### src/design/hioc_pkg.sv
package hioc_pkg;

  // ----------------------------------------
  // Host I/O addresses
  // ----------------------------------------
  localparam logic [15:0] CONFIG_ADDRESS_PORT_IO = 16'h0cf8;
  localparam logic [15:0] CONFIG_DATA_WINDOW_IO  = 16'h0cfc;

  // ----------------------------------------
  // Bridge configuration offsets
  // ----------------------------------------
  localparam logic [7:0] GATE_PORT_ADDRESS_OFS  = 8'h78;
  localparam logic [7:0] GATE_PORT_ADDRESS_OFS1 = 8'h79;
  localparam logic [7:0] POWER_MGMT_CONTROL_OFS = 8'h7a;
  localparam logic [7:0] GATE_PORT_OPTIONS_OFS  = 8'h7b;

  // ----------------------------------------
  // Reset values
  // ----------------------------------------
  localparam logic [7:0]  PCI_MASTER_GATE_RST     = 8'h00;
  localparam logic [15:0] GATE_PORT_ADDRESS_RST   = 16'h0022;
  localparam logic [7:0]  POWER_MGMT_CONTROL_RST  = 8'h00;
  localparam logic [7:0]  GATE_PORT_OPTIONS_RST   = 8'h00;
  localparam logic [31:0] CONFIG_ADDRESS_PORT_RST = 32'h00000000;

  // ----------------------------------------
  // Field positions
  // ----------------------------------------
  localparam int BUS_GRANT_INHIBIT_BIT       = 0;
  localparam int GATE_PORT_DECODE_ENABLE_BIT = 6;
  localparam int GATE_PORT_SNOOP_FORWARD_BIT = 6;
  localparam int CONFIG_ACCESS_ENABLE_BIT    = 31;
  localparam logic [31:0] CONFIG_ADDRESS_WMASK = 32'h80fffffc;
  localparam logic [2:0]  OWN_UNIT           = 3'h0;
  localparam logic [4:0]  OWN_SLOT           = 5'h00;
  localparam logic [4:0]  MAX_IDSEL_SLOT     = 5'h14;

  // ----------------------------------------
  // Carriers
  // ----------------------------------------
  typedef struct packed {
    logic        valid;
    logic        write;
    logic [15:0] addr;
    logic [3:0]  byte_en;
    logic [31:0] wdata;
  } hioc_io_req_type;

  typedef struct packed {
    logic        valid;
    logic        is_config;
    logic        config_type1;
    logic        idsel_none;
    logic        write;
    logic [31:0] addr;
    logic [3:0]  byte_en;
    logic [31:0] wdata;
  } hioc_pci_req_type;

  typedef enum logic [1:0] {
    ARB_IDLE,
    ARB_BUSY
  } hioc_arb_state_type;

endpackage

### src/design/hioc_arbiter.sv
`timescale 1ns/1ps
`default_nettype none
module hioc_arbiter #(
  parameter int MASTERS = 4
) (
  input  wire logic               ref_clk,
  input  wire logic               rst,
  input  wire logic               bus_grant_inhibit,
  input  wire logic               passive_release,
  input  wire logic               isa_bridge_hold_ack,
  input  wire logic               frame_active,
  input  wire logic [MASTERS-1:0] bus_req,
  output logic      [MASTERS-1:0] bus_gnt
);
  import hioc_pkg::*;

  hioc_arb_state_type          state;
  logic [MASTERS-1:0]          mask_req;
  logic [MASTERS-1:0]          next_gnt;
  logic                        isa_masked;

  // ----------------------------------------
  // Request masking
  // ----------------------------------------
  // ISA hold waits ack only under passive release
  always_ff @(posedge ref_clk or posedge rst) begin
    if (rst) begin
      isa_masked <= 1'b0;
    end else if (!bus_grant_inhibit) begin
      isa_masked <= 1'b0;
    end else if (!passive_release || isa_bridge_hold_ack) begin
      isa_masked <= 1'b1;
    end
  end

  always_comb begin
    mask_req = bus_req;
    if (bus_grant_inhibit) begin
      mask_req[MASTERS-1:1] = '0;
      if (isa_masked) begin
        mask_req[0] = 1'b0; // Master 0 is ISA bridge
      end
    end
    next_gnt = '0;
    for (int i = MASTERS - 1; i >= 0; i--) begin
      if (mask_req[i]) begin
        next_gnt = '0;
        next_gnt[i] = 1'b1;
      end
    end
  end

  // ----------------------------------------
  // Grant state
  // ----------------------------------------
  // Running cycle completes
  always_ff @(posedge ref_clk or posedge rst) begin
    if (rst) begin
      state   <= ARB_IDLE;
      bus_gnt <= '0;
    end else begin
      case (state)
        ARB_IDLE: begin
          bus_gnt <= next_gnt;
          if (|next_gnt) begin
            state <= ARB_BUSY;
          end
        end
        ARB_BUSY: begin
          if (!frame_active && !(|(bus_gnt & mask_req))) begin
            bus_gnt <= '0;
            state   <= ARB_IDLE;
          end
        end
        default: begin
          state   <= ARB_IDLE;
          bus_gnt <= '0;
        end
      endcase
    end
  end

endmodule
`default_nettype wire

### src/design/hioc_decode.sv
`timescale 1ns/1ps
`default_nettype none
// What this block does
// - Eight-bit gate register, resets zero, only bit 0 used.
// - Gate port decoded at 16-bit address at 78h, reset 22h.
// - Inhibit bit set: arbiter grants no other PCI master.
// - Inhibit never aborts a PCI transaction already running.
// - Passive-release ISA hold masked only after its hold ack.
// - Decode enable 7Ah bit 6: zero forwards, one claims internally.
// - Snoop forward 7Bh bit 6: claimed accesses also go to PCI.
// - Config address at CF8h, dword only, resets zero, reserved bits.
// - Byte or word access at CF8h forwarded as PCI I/O.
// - Bit 31 enables configuration accesses.
// - Bus zero, not self: type 0 configuration cycle.
// - Bus nonzero: type 1, bus number on AD 23:16.
// - Data window CFCh reaches config space only when enabled.
// - Type 1 copies slot field onto AD 15:11.
// - Only unit zero answers; others give type 0 without select.
// - Reserved config reads return zero; writes ignored.
module hioc_decode #(
  parameter int MASTERS = 4
) (
  input  wire logic                      ref_clk,
  input  wire logic                      rst,
  input  wire hioc_pkg::hioc_io_req_type io_req,
  output logic                           io_done,
  output logic [31:0]                    io_rdata,
  output hioc_pkg::hioc_pci_req_type     pci_req,
  input  wire logic                      passive_release,
  input  wire logic                      isa_bridge_hold_ack,
  input  wire logic                      frame_active,
  input  wire logic [MASTERS-1:0]        bus_req,
  output logic      [MASTERS-1:0]        bus_gnt
);
  import hioc_pkg::*;

  logic [7:0]  pci_master_gate;
  logic [15:0] gate_port_address;
  logic [7:0]  power_mgmt_control;
  logic [7:0]  gate_port_options;
  logic [31:0] config_address_port;
  logic        hold_ack_meta;
  logic        hold_ack_sync;
  logic        passive_meta;
  logic        passive_sync;
  logic        frame_meta;
  logic        frame_sync;
  logic [MASTERS-1:0] req_meta;
  logic [MASTERS-1:0] req_sync;

  logic        gate_port_decode_enable;
  logic        gate_port_snoop_forward;
  logic        config_access_enable;
  logic        hit_gate;
  logic        hit_caddr;
  logic        hit_cdata;
  logic        dword;
  logic        gate_claim;
  logic        caddr_claim;
  logic        cfg_self;
  logic        cfg_local;
  logic [7:0]  bus_num;
  logic [4:0]  target_slot_field;
  logic [2:0]  target_unit_field;
  logic [7:0]  cfg_ofs;
  logic [31:0] cfg_word;
  logic [31:0] cfg_wmask;
  logic [31:0] next_rdata;
  logic [31:0] idsel;

  assign gate_port_decode_enable =
    power_mgmt_control[GATE_PORT_DECODE_ENABLE_BIT];
  assign gate_port_snoop_forward =
    gate_port_options[GATE_PORT_SNOOP_FORWARD_BIT];
  assign config_access_enable =
    config_address_port[CONFIG_ACCESS_ENABLE_BIT];
  assign bus_num           = config_address_port[23:16];
  assign target_slot_field = config_address_port[15:11];
  assign target_unit_field = config_address_port[10:8];
  assign cfg_ofs           = {config_address_port[7:2], 2'b00};

  // ----------------------------------------
  // Pin synchronisers
  // ----------------------------------------
  // Two flops on every PCI-side input
  always_ff @(posedge ref_clk or posedge rst) begin
    if (rst) begin
      hold_ack_meta <= 1'b0;
      hold_ack_sync <= 1'b0;
      passive_meta  <= 1'b0;
      passive_sync  <= 1'b0;
      frame_meta    <= 1'b0;
      frame_sync    <= 1'b0;
      req_meta      <= '0;
      req_sync      <= '0;
    end else begin
      hold_ack_meta <= isa_bridge_hold_ack;
      hold_ack_sync <= hold_ack_meta;
      passive_meta  <= passive_release;
      passive_sync  <= passive_meta;
      frame_meta    <= frame_active;
      frame_sync    <= frame_meta;
      req_meta      <= bus_req;
      req_sync      <= req_meta;
    end
  end

  // ----------------------------------------
  // Address decode
  // ----------------------------------------
  // Programmable gate address
  assign hit_gate  = io_req.valid && io_req.addr == gate_port_address
                     && io_req.byte_en[0];
  assign hit_caddr = io_req.valid && io_req.addr == CONFIG_ADDRESS_PORT_IO;
  assign hit_cdata = io_req.valid && io_req.addr == CONFIG_DATA_WINDOW_IO;
  assign dword     = io_req.byte_en == 4'hf;
  assign gate_claim  = hit_gate && gate_port_decode_enable;
  assign caddr_claim = hit_caddr && dword;
  assign cfg_self  = bus_num == 8'h00 && target_slot_field == OWN_SLOT
                     && target_unit_field == OWN_UNIT;
  assign cfg_local = hit_cdata && config_access_enable && cfg_self;

  // Bridge config word at current offset
  always_comb begin
    cfg_word  = '0;
    cfg_wmask = '0;
    case (cfg_ofs)
      GATE_PORT_ADDRESS_OFS: begin
        cfg_word  = {gate_port_options, power_mgmt_control,
                     gate_port_address};
        cfg_wmask = 32'hffffffff;
      end
      default: begin
        cfg_word  = '0;
        cfg_wmask = '0;
      end
    endcase
  end

  // Type 0 slot select, none above limit
  always_comb begin
    idsel = '0;
    if (target_slot_field <= MAX_IDSEL_SLOT
        && target_slot_field != OWN_SLOT && target_unit_field == OWN_UNIT) begin
      idsel[11 + target_slot_field] = 1'b1;
    end
  end

  // ----------------------------------------
  // Internal registers
  // ----------------------------------------
  // Gate register
  always_ff @(posedge ref_clk or posedge rst) begin
    if (rst) begin
      pci_master_gate <= PCI_MASTER_GATE_RST;
    end else if (gate_claim && io_req.write) begin
      pci_master_gate <= {7'h00, io_req.wdata[BUS_GRANT_INHIBIT_BIT]};
    end
  end

  always_ff @(posedge ref_clk or posedge rst) begin
    if (rst) begin
      config_address_port <= CONFIG_ADDRESS_PORT_RST;
    end else if (caddr_claim && io_req.write) begin
      config_address_port <= io_req.wdata & CONFIG_ADDRESS_WMASK;
    end
  end

  always_ff @(posedge ref_clk or posedge rst) begin
    if (rst) begin
      gate_port_address  <= GATE_PORT_ADDRESS_RST;
      power_mgmt_control <= POWER_MGMT_CONTROL_RST;
      gate_port_options  <= GATE_PORT_OPTIONS_RST;
    end else if (cfg_local && io_req.write && |cfg_wmask) begin
      if (io_req.byte_en[0]) gate_port_address[7:0]  <= io_req.wdata[7:0];
      if (io_req.byte_en[1]) gate_port_address[15:8] <= io_req.wdata[15:8];
      if (io_req.byte_en[2]) power_mgmt_control      <= io_req.wdata[23:16];
      if (io_req.byte_en[3]) gate_port_options       <= io_req.wdata[31:24];
    end
  end

  // ----------------------------------------
  // Host answer
  // ----------------------------------------
  always_comb begin
    next_rdata = '0;
    if (gate_claim) begin
      next_rdata = {24'h000000, pci_master_gate};
    end else if (caddr_claim) begin
      next_rdata = config_address_port;
    end else if (cfg_local) begin
      next_rdata = cfg_word;
    end
  end

  always_ff @(posedge ref_clk or posedge rst) begin
    if (rst) begin
      io_done  <= 1'b0;
      io_rdata <= '0;
    end else begin
      io_done  <= io_req.valid;
      io_rdata <= io_req.write ? 32'h00000000 : next_rdata;
    end
  end

  // ----------------------------------------
  // PCI forwarding
  // ----------------------------------------
  always_ff @(posedge ref_clk or posedge rst) begin
    if (rst) begin
      pci_req <= '0;
    end else begin
      pci_req <= '0;
      pci_req.write   <= io_req.write;
      pci_req.byte_en <= io_req.byte_en;
      pci_req.wdata   <= io_req.wdata;
      if (hit_cdata && config_access_enable && !cfg_self) begin
        pci_req.valid     <= 1'b1;
        pci_req.is_config <= 1'b1;
        if (bus_num != 8'h00) begin
          pci_req.config_type1 <= 1'b1;
          pci_req.addr <= {8'h00, bus_num, target_slot_field,
                           target_unit_field, cfg_ofs[7:2], 2'b01};
        end else begin
          pci_req.idsel_none <= ~|idsel;
          pci_req.addr <= {idsel[31:11], target_unit_field, cfg_ofs[7:2],
                           2'b00};
        end
      end else if (hit_gate) begin
        pci_req.valid <= !gate_port_decode_enable || gate_port_snoop_forward;
        pci_req.addr  <= {16'h0000, io_req.addr};
      end else if (hit_caddr && !dword) begin
        pci_req.valid <= 1'b1;
        pci_req.addr  <= {16'h0000, io_req.addr};
      end else if (io_req.valid && !hit_caddr && !hit_cdata) begin
        pci_req.valid <= 1'b1;
        pci_req.addr  <= {16'h0000, io_req.addr};
      end
    end
  end

  // ----------------------------------------
  // PCI arbiter
  // ----------------------------------------
  // Inhibit drives arbiter
  hioc_arbiter #(
    .MASTERS (MASTERS)
  ) u_arbiter (
    .ref_clk             (ref_clk),
    .rst                 (rst),
    .bus_grant_inhibit   (pci_master_gate[BUS_GRANT_INHIBIT_BIT]),
    .passive_release     (passive_sync),
    .isa_bridge_hold_ack (hold_ack_sync),
    .frame_active        (frame_sync),
    .bus_req             (req_sync),
    .bus_gnt             (bus_gnt)
  );

endmodule
`default_nettype wire

### config.mk
export PLATFORM = sky130hd
export DESIGN_NAME = hioc_decode
export DESIGN_NICKNAME = d
export VERILOG_FILES = /design/src/design/hioc_pkg.sv /design/src/design/hioc_arbiter.sv /design/src/design/hioc_decode.sv
export SDC_FILE = /design/constraint.sdc
export NUM_CORES = 1
export LEC_CHECK = 0
export BUFFER_PORTS_ARGS = -buffer_cell sky130_fd_sc_hd__buf_4
export CORE_UTILIZATION = 25
export CTS_BUF_LIST = sky130_fd_sc_hd__clkbuf_4 sky130_fd_sc_hd__clkbuf_8
export DETAILED_ROUTE_END_ITERATION = 6
export SYNTH_ARGS = -nofsm -noshare
export SYNTH_HDL_FRONTEND = slang
export SYNTH_SLANG_ARGS = --single-unit
export TNS_END_PERCENT = 5
### constraint.sdc
create_clock -name ref_clk -period 5.56 [get_ports ref_clk]
set_input_delay 0.556 -clock ref_clk [delete_from_list [all_inputs] [get_ports ref_clk]]
set_output_delay 0.556 -clock ref_clk [all_outputs]
set_load 0.03 [all_outputs]
==> results.toml, run 1 <==
[job]
maxCapViolCount = 0

[sta]
hold_violations = 0
fin_crit_sh = 0.564
rsz0062_at_grt = "no"
slew_headroom = 0.381
skew_ns = 0.0286
fin_ws_ns = 2.43
tightest_slew_ns = 0.929
finalSetupViolCount = 0
fmax_ghz = 0.319
fin_crit_ns = 3.13
fin_setup_tns_ns = 0
slew_violations = 0

[power]
p_sw_mw = 0.669
total_power_mw = 2.51
clkPwrFrac = 0.371
leakagePower_nw = 4.42
internal_power_mw = 1.84
p_seq_frac = 0.545
ir_worst_vdd_mv = 0.118
power_frac_comb = 0.083
power_density_nw_per_um2 = 285
netSwitchingFraction = 0.267

[clock_tree]
postCtsSetupBuffers = 0
cts_resized = 0
cts-hold-fix-buffers = 0
cts.sink_count = 182
cts_root_buf = "clkbuf_8"
clk_latency_ns = 0.47
cts_buffers = 17
cts_max_path_buffers = 2
htreeDepth = 4
cts.clk_slew.worst_paths_ns = 0.11
cts_tree = "yes"

[synthesis]
syn-cell-area_um2 = 6780
syn_inst = 488
synthArstFlopShare = 1.00
synth-seq-cells = 182
yosys_warnings = 0
yosys_most_used_dff = "dfrtp_1"
syn_avg_cell_area_um2 = 13.9
ys_seq_area_frac = 0.672
synth_fp_nets = 551
synth_edf_count = 0
synthDistinctLibCells = 55

[setup_path]
worst_r2r_path_depth = 6
cp.required_ns = 5.90
end_kind = "flop"
crit_start = "config_address_port[17]"
critPathArrivalTime_ns = 3.47
crit_type = "flop to flop"
crit_path_start_kind = "flop"
timing.rr.start = "config_address_port[17]"
rr_endpoint = "power_mgmt_control[0]"
reg2reg_slack_ns = 2.43
cp_max_fo = 28

[global_routing]
grt_usage = 0.143
antenna_found_initial = 1
grt_max_degree = 131
grt_pass1_wl_mm = 29.4
grt_pass1_vias = 4765
gr-total-overflow = 0

[route]
vias = 4624
antenna_left = 0
drt-initial-drc-count = 323
wire_per_inst_um = 19.1
drc = 0
routed_via_density = 4.59
dr.pass1.iters = 6
wirelength_mm = 19.3

[hold_path]
hold_class = "input port to flop"
holdPathEnd = "frame_meta"
hold_start = "frame_active"
min_delay_path_depth = 1

[placed_design]
placed_area_um2 = 8400
pre_cts_ws_ns = 2.36
dp_hpwl_mm = 14.0
numPortBuffers = 172
place_congestion = 0.798

[floorplanning]
die_x_um = 167
fp.dieArea_um2 = 27800
initial_core_util = 0.257
rows = 59
dieHeight_um = 167
design.core.area_um2 = 26400
io_pins = 173

[final_layout]
final_nets = 723
final_util = 0.334
drive_above_1_share = 0.336
num_antenna_cells = 0
syn_to_final_growth_pct = 29.9
finalInstanceArea_um2 = 8810
fillerInstances = 2659

[run_status]
status = "finished, final reports clean"
synthesized netlist by cell type, types with 5 or more instances:
library cell,count,area [um2]
xnor2_1,7,61.3
dfrtp_1,180,4500
nand3_1,7,35.0
xor2_1,6,52.6
nor4_1,5,31.3
a22oi_1,26,195
o21ai_0,6,30.0
mux2_1,52,586
nand2_1,11,41.3
nor2_1,46,173
nor3_1,7,35.0
and3_1,14,87.6
inv_1,11,41.3
a21oi_1,13,65.1
o211a_1,7,70.1
clkbuf_1,12,45.0
power by group through the flow:
stage | Combinational (mW) | Clock, mW | Sequential (mW)
global placement | 0.213 | 0 | 1.39
floorplan | 0.0495 | 0 | 1.44
detailed placement | 0.213 | 0 | 1.39
CTS | 0.214 | 0.966 | 1.37
global route | 0.225 | 1.02 | 1.37
finish | 0.209 | 0.931 | 1.37
worst max-delay path by stage:
stage / to / slack, ns / cells after the start
2_1_floorplan: config_address_port[10] / 0.06 / 1
5_1_grt: power_mgmt_control[1] / 2.24 / 6
3_3_place_gp: gate_port_address[11] / 2.41 / 7
4_1_cts: power_mgmt_control[0] / 2.47 / 6
6_report: power_mgmt_control[0] / 2.43 / 6
3_5_place_dp: gate_port_address[14] / 2.36 / 7
metrics by stage:
stage	hold slack (ns)	cells
6_report	0.184	1008
5_1_grt	0.138	1008
4_1_cts	0.135	1008
3_5_place_dp	0.335	976
3_3_place_gp	0.335	976
2_1_floorplan	0.331	488
registers in the layout (all words and copies together), names as in the netlist:
register / count
frame_meta: 1
io_rdata: 32
frame_sync: 1
u_arbiter.isa_masked: 1
hold_ack_meta: 1
config_address_port: 23
hold_ack_sync: 1
passive_meta: 1
gate_port_address: 16
passive_sync: 1
pci_master_gate: 1
req_sync: 4
u_arbiter.state: 1
power_mgmt_control: 8
io_done: 1
gate_port_options: 8
pci_req: 73
u_arbiter.bus_gnt: 4
req_meta: 4
final cells by class:
cell class                      count  area [um2]  share of cell area
Clock buffer                       20         275              0.0312
Tap cell                          335         419              0.0476
Multi-Input combinational cell    273        2060               0.234
Timing Repair Buffer              175        1310               0.149
Sequential cell                   182        4560               0.517
Clock inverter                     12         135              0.0153
Inverter                           11        48.8             0.00554
layout by cell type (no fill, tap or decap), types with 5 or more instances in the layout:
master and count:
mux2_1 52, buf_4 175, xnor2_1 7, dfrtp_1 180, inv_1 10, nor2_1 46, nand3_1 7, o211a_1 7
nand2_1 11, o21ai_0 6, a22oi_1 26, a21oi_1 13, nor3_1 7, xor2_1 6, nor4_1 5, and3_1 14
inv_6 5, clkbuf_8 20
worst max-delay path, stage by stage (launching register included):
cell,delay [ns]
dfrtp_1,0.44
nor4_2,0.52
nand3_1,0.29
nor4_4,0.53
buf_4,0.41
and3_1,0.46
mux2_1,0.36
cell families after synthesis:
| group | after synthesis | share of synthesized area |
|---|---|---|
| buf+inv | 33 | 0.0238 |
| flops | 182 | 0.672 |
| compound gates | 79 | 0.0862 |
| simple gates | 125 | 0.108 |
| mux | 56 | 0.0930 |
| xor+xnor | 13 | 0.0168 |
metal layers:
layer / track usage / share of wire / vias up
met1: 0.203 / 0.48 / 2331
li1: - / - / 2084
met4: 0.0390 / 0.012 / 2
met3: 0.0392 / 0.058 / 18
met5: 0 / 0.00067 / -
met2: 0.212 / 0.45 / 189
Note: power is estimated with default switching activity, not from simulation.
==> inputs of run 2 (changes only) <==
- clock period: 5.56 -> 2.8 ns (I/O delays scaled with it)
==> run 2 against run 1 <==
Hold slack lost 0.14 ns. Cell count grew 5.8%. Largest power group unchanged. Critical path type unchanged. Register-to-register slack lost 2.2 ns. Clock power grew 76%. Combinational power grew 130%. Worst setup slack lost 2.2 ns. Sequential share of layout area shrank 2.9 points.
==> results.toml, run 2 (synthesized netlist as in run 1, its figures left out) <==
[final_layout]
largestRegisters = "pci_req (73), io_rdata (32), config_address_port (23)"
layout.cells.non_filler = 1066
final_util = 0.355
largest_reg_flops = 73
largest_register = "pci_req"
drive_above_1_share = 0.327
fillerInstances = 2585
finalInstanceArea_um2 = 9340
final_nets = 782
final_common_cell = "buf_4"
layout_common_cells = "186 x buf_4, 180 x dfrtp_1, 52 x mux2_1"
syn_to_final_growth_pct = 37.8
num_antenna_cells = 0

[sta]
rsz0062_at_grt = "no"
fin_crit_sh = 0.917
skew_ns = 0.0215
fin_crit_ns = 2.57
hold_violations = 0
fin_ws_ns = 0.231
slew_headroom = 0.470
fmax_ghz = 0.389
finalSetupViolCount = 0
slew_violations = 0
holdWs_ns = 0.0426
fin_setup_tns_ns = 0
tightest_slew_ns = 0.792

[clock_tree]
cts.clk_slew.worst_paths_ns = 0.09
cts-hold-fix-buffers = 45
cts_max_path_buffers = 2
htreeDepth = 4
cts.sink_count = 182
cts_resized = 0
cts_tree = "yes"
cts_buffers = 17
postCtsSetupBuffers = 0
cts_root_buf = "clkbuf_8"
clk_latency_ns = 0.47

[route]
drc = 0
routed_via_density = 4.55
drt-initial-drc-count = 294
wire_per_inst_um = 18.5
dr.pass1.iters = 5
vias = 4849
wirelength_mm = 19.7
antenna_left = 0

[setup_path]
critPathArrivalTime_ns = 2.90
crit_start = "config_address_port[12]"
rr_endpoint = "gate_port_options[5]"
cp-endpoint = "gate_port_options[5]"
timing.rr.start = "config_address_port[12]"
cp.required_ns = 3.13
end_kind = "flop"
worst_r2r_path_depth = 5
crit_path_start_kind = "flop"
reg2reg_slack_ns = 0.23
crit_type = "flop to flop"
cp_max_fo = 10

[global_routing]
grt_pass1_wl_mm = 30.4
antenna_found_initial = 0
grt_usage = 0.147
grt_pass1_vias = 4915
grt_max_degree = 66
gr-total-overflow = 0

[floorplanning]
design.core.area_um2 = 26400
initial_core_util = 0.257
fp.dieArea_um2 = 27800
io_pins = 173
rows = 59
die_x_um = 167
dieHeight_um = 167

[placed_design]
dp_hpwl_mm = 14.2
numPortBuffers = 172
pre_cts_ws_ns = 0.244
dp.cells = 990
place_congestion = 0.819
placed_area_um2 = 8540

[power]
ir_worst_vdd_mv = 0.250
leakagePower_nw = 4.64
power_density_nw_per_um2 = 518
total_power_mw = 4.84

[job]
maxCapViolCount = 0

[hold_path]
hold_class = "input port to flop"

[run_status]
status = "finished, final reports clean"
[run 2: worst min path at each step]
stage                 startpoint      endpoint  slack, ns  cells after the start
detailed placement  passive_meta  passive_sync       0.34                      0
CTS                   io_req[52]   pci_req[68]      0.003                      1
floorplan           frame_active    frame_meta       0.31                      0
global route          io_req[52]   pci_req[68]      0.007                      1
finish                io_req[52]   pci_req[68]       0.04                      1
global placement     req_meta[2]   req_sync[2]       0.33                      0
[run 2: where the power goes]
part           total [mW]  switching, mW  internal (mW)
sequential           2.71         0.0279           2.69
clock                1.64          0.963          0.681
combinational       0.478          0.276          0.201
[run 2: layer usage]
metal,share of wire,vias to the layer above,track usage
li1,-,2201,-
met1,0.48,2435,0.213
met2,0.45,202,0.220
met3,0.064,11,0.0356
met4,0.0066,0,0.0318
met5,0,-,0
[run 2: critical path, cell delays in order, from the launching register on]
cell	delay, ns
dfrtp_1	0.50
nor3_1	0.44
nand4_1	0.23
nor4_4	0.41
and3_1	0.48
mux2_1	0.37
[run 2: cell type report]
cell class / instances / area (um2) / share of cell area
Timing Repair Buffer: 234 / 1910 / 0.204
Tap cell: 335 / 419 / 0.0449
Sequential cell: 182 / 4560 / 0.488
Multi-Input combinational cell: 273 / 2060 / 0.221
Clock buffer: 21 / 277 / 0.0296
Clock inverter: 10 / 75.1 / 0.00804
Inverter: 11 / 45.0 / 0.00482
==> inputs of run 3 (changes only) <==
- REMOVE_ABC_BUFFERS: not set -> 1
==> run 3 against run 2 <==
Global-route usage grew 0.35 points. Sequential power about the same. Routed wire length is 2.5% higher. Via count down 1.2%. Critical path type unchanged. Count of clock-buffer cells in the layout down 1. Largest cell class unchanged. Critical endpoint is now gate_port_address[6]. Clock skew shrank 0.0044 ns.
==> results.toml, run 3 (synthesized netlist as in run 1, its figures left out) <==
[route]
wirelength_mm = 20.2
vias = 4793
antenna_left = 0
routed_via_density = 4.48
drc = 0
wire_per_inst_um = 18.8
dr.pass1.iters = 7
drt-initial-drc-count = 370

[global_routing]
grt_usage = 0.150
grt_pass1_wl_mm = 31.0
gr-total-overflow = 0
grt_max_degree = 85
grt_pass1_vias = 5058
antenna_found_initial = 0

[setup_path]
critPathArrivalTime_ns = 2.86
timing.rr.start = "config_address_port[16]"
worst_r2r_path_depth = 6
cp.required_ns = 3.15
cpLargestDelayFamily = "simple AND/OR/NAND/NOR gates"
crit_type = "flop to flop"
slowest_stage = "dfrtp_1"
end_kind = "flop"
crit_path_start_kind = "flop"
crit_start = "config_address_port[16]"
cp_num_cells = 6
reg2reg_slack_ns = 0.30
crit_chain = "nor4_2 -> nand3_1 -> nor4_4 -> buf_4 -> and3_1 -> mux2_1"
slowest_delay_ns = 0.43
cp-endpoint = "gate_port_address[6]"
rr_endpoint = "gate_port_address[6]"
cp_max_fo = 8
cp_num_buf_inv = 1

[sta]
skew_ns = 0.0171
slew_headroom = 0.554
fin_crit_sh = 0.894
finalSetupViolCount = 0
tightest_slew_ns = 0.666
fin_crit_ns = 2.50
hold_violations = 0
rsz0062_at_grt = "no"
holdWs_ns = 0.0607
slew_violations = 0
fmax_ghz = 0.399

[power]
total_power_mw = 4.87
leakagePower_nw = 4.68
power_density_nw_per_um2 = 521
ir_worst_vdd_mv = 0.227

[final_layout]
largest_reg_flops = 73
num_antenna_cells = 0
largest_register = "pci_req"
final_common_cell = "buf_4"
layout_common_cells = "192 x buf_4, 180 x dfrtp_1, 52 x mux2_1"
largestRegisters = "pci_req (73), io_rdata (32), config_address_port (23)"
drive_above_1_share = 0.330
syn_to_final_growth_pct = 38.0
final_nets = 787

[clock_tree]
cts_buffers = 17
cts_tree = "yes"
cts_max_path_buffers = 2
clk_latency_ns = 0.48
htreeDepth = 4
postCtsSetupBuffers = 0
cts.clk_slew.worst_paths_ns = 0.10
cts_root_buf = "clkbuf_8"
cts.sink_count = 182

[job]
maxCapViolCount = 0

[floorplanning]
initial_core_util = 0.257
fp.dieArea_um2 = 27800
dieHeight_um = 167
die_x_um = 167
design.core.area_um2 = 26400
rows = 59
io_pins = 173

[placed_design]
numPortBuffers = 172
dp_hpwl_mm = 14.8
place_congestion = 0.872

[hold_path]
hold_class = "input port to flop"

[run_status]
status = "finished, final reports clean"
run 3: cell types whose count changed in the layout (fill, tap and decap cells not counted):
cell           delta
inv_6             +4
dlygate4sd3_1     +1
buf_12            -2
clkbuf_8          -1
inv_8             +1
clkinvlp_4        -5
buf_4             +6
clkinv_4          +1
run 3: how the worst min path moves through the flow:
stage	to	from	cells after the start	slack [ns]
final	pci_req[36]	io_req[36]	2	0.06
after CTS	pci_req[37]	io_req[37]	2	0.03
after detailed placement	req_sync[2]	req_meta[2]	0	0.34
after global routing	pci_req[37]	io_req[37]	2	0.04
after floorplan	frame_meta	frame_active	0	0.31
after global placement	frame_sync	frame_meta	0	0.33
run 3: cell type report:
| cell class | instances | area, um2 |
|---|---|---|
| fillers | 2604 | 17000 |
| flip-flops and latches | 182 | 4560 |
| multi-input cells | 273 | 2060 |
| repair buffers | 239 | 1920 |
| well taps | 335 | 419 |
| clock buffers | 20 | 263 |
| clock inverters | 11 | 88.8 |
| inverters | 11 | 48.8 |
run 3: repair_timing:
action / 4_1_cts / 5_1_grt
hold buffers: 46 / 0
resized for setup: 0 / 0
hold endpoints to repair: 122 / 0
run 3: metal layers:
metal / up-vias / share of wire / GRT usage
met1: 2401 / 0.48 / 0.211
li1: 2205 / - / -
met5: - / 0 / 0
met4: 0 / 0.0089 / 0.0370
met3: 12 / 0.053 / 0.0373
met2: 175 / 0.46 / 0.232
run 3: worst register-to-register path: stages (launching register included):
cell and delay [ns]:
dfrtp_1 0.43, nor4_2 0.39, nand3_1 0.24, nor4_4 0.35, buf_4 0.21, and3_1 0.41, mux2_1 0.36
run 3: power by group:
group          switching [mW]  internal [mW]
Sequential             0.0283           2.69
Combinational           0.281          0.202
Clock                    1.00          0.671
Total                    1.31           3.56
run 3: stage by stage:
| stage | setup TNS, ns | instance area (um2) | worst slack, ns | instances | utilization |
|---|---|---|---|---|---|
| after floorplan | -437.97 | 6660 | -2.42 | 466 | - |
| after global placement | 0 | 8550 | 0.360 | 994 | 0.324 |
| after detailed placement | 0 | 8550 | 0.320 | 994 | 0.324 |
| after CTS | 0 | 9360 | 0.296 | 1071 | 0.355 |
| after global routing | 0 | 9360 | 0.117 | 1071 | 0.355 |
| final | 0 | 9360 | 0.296 | 1071 | 0.355 |
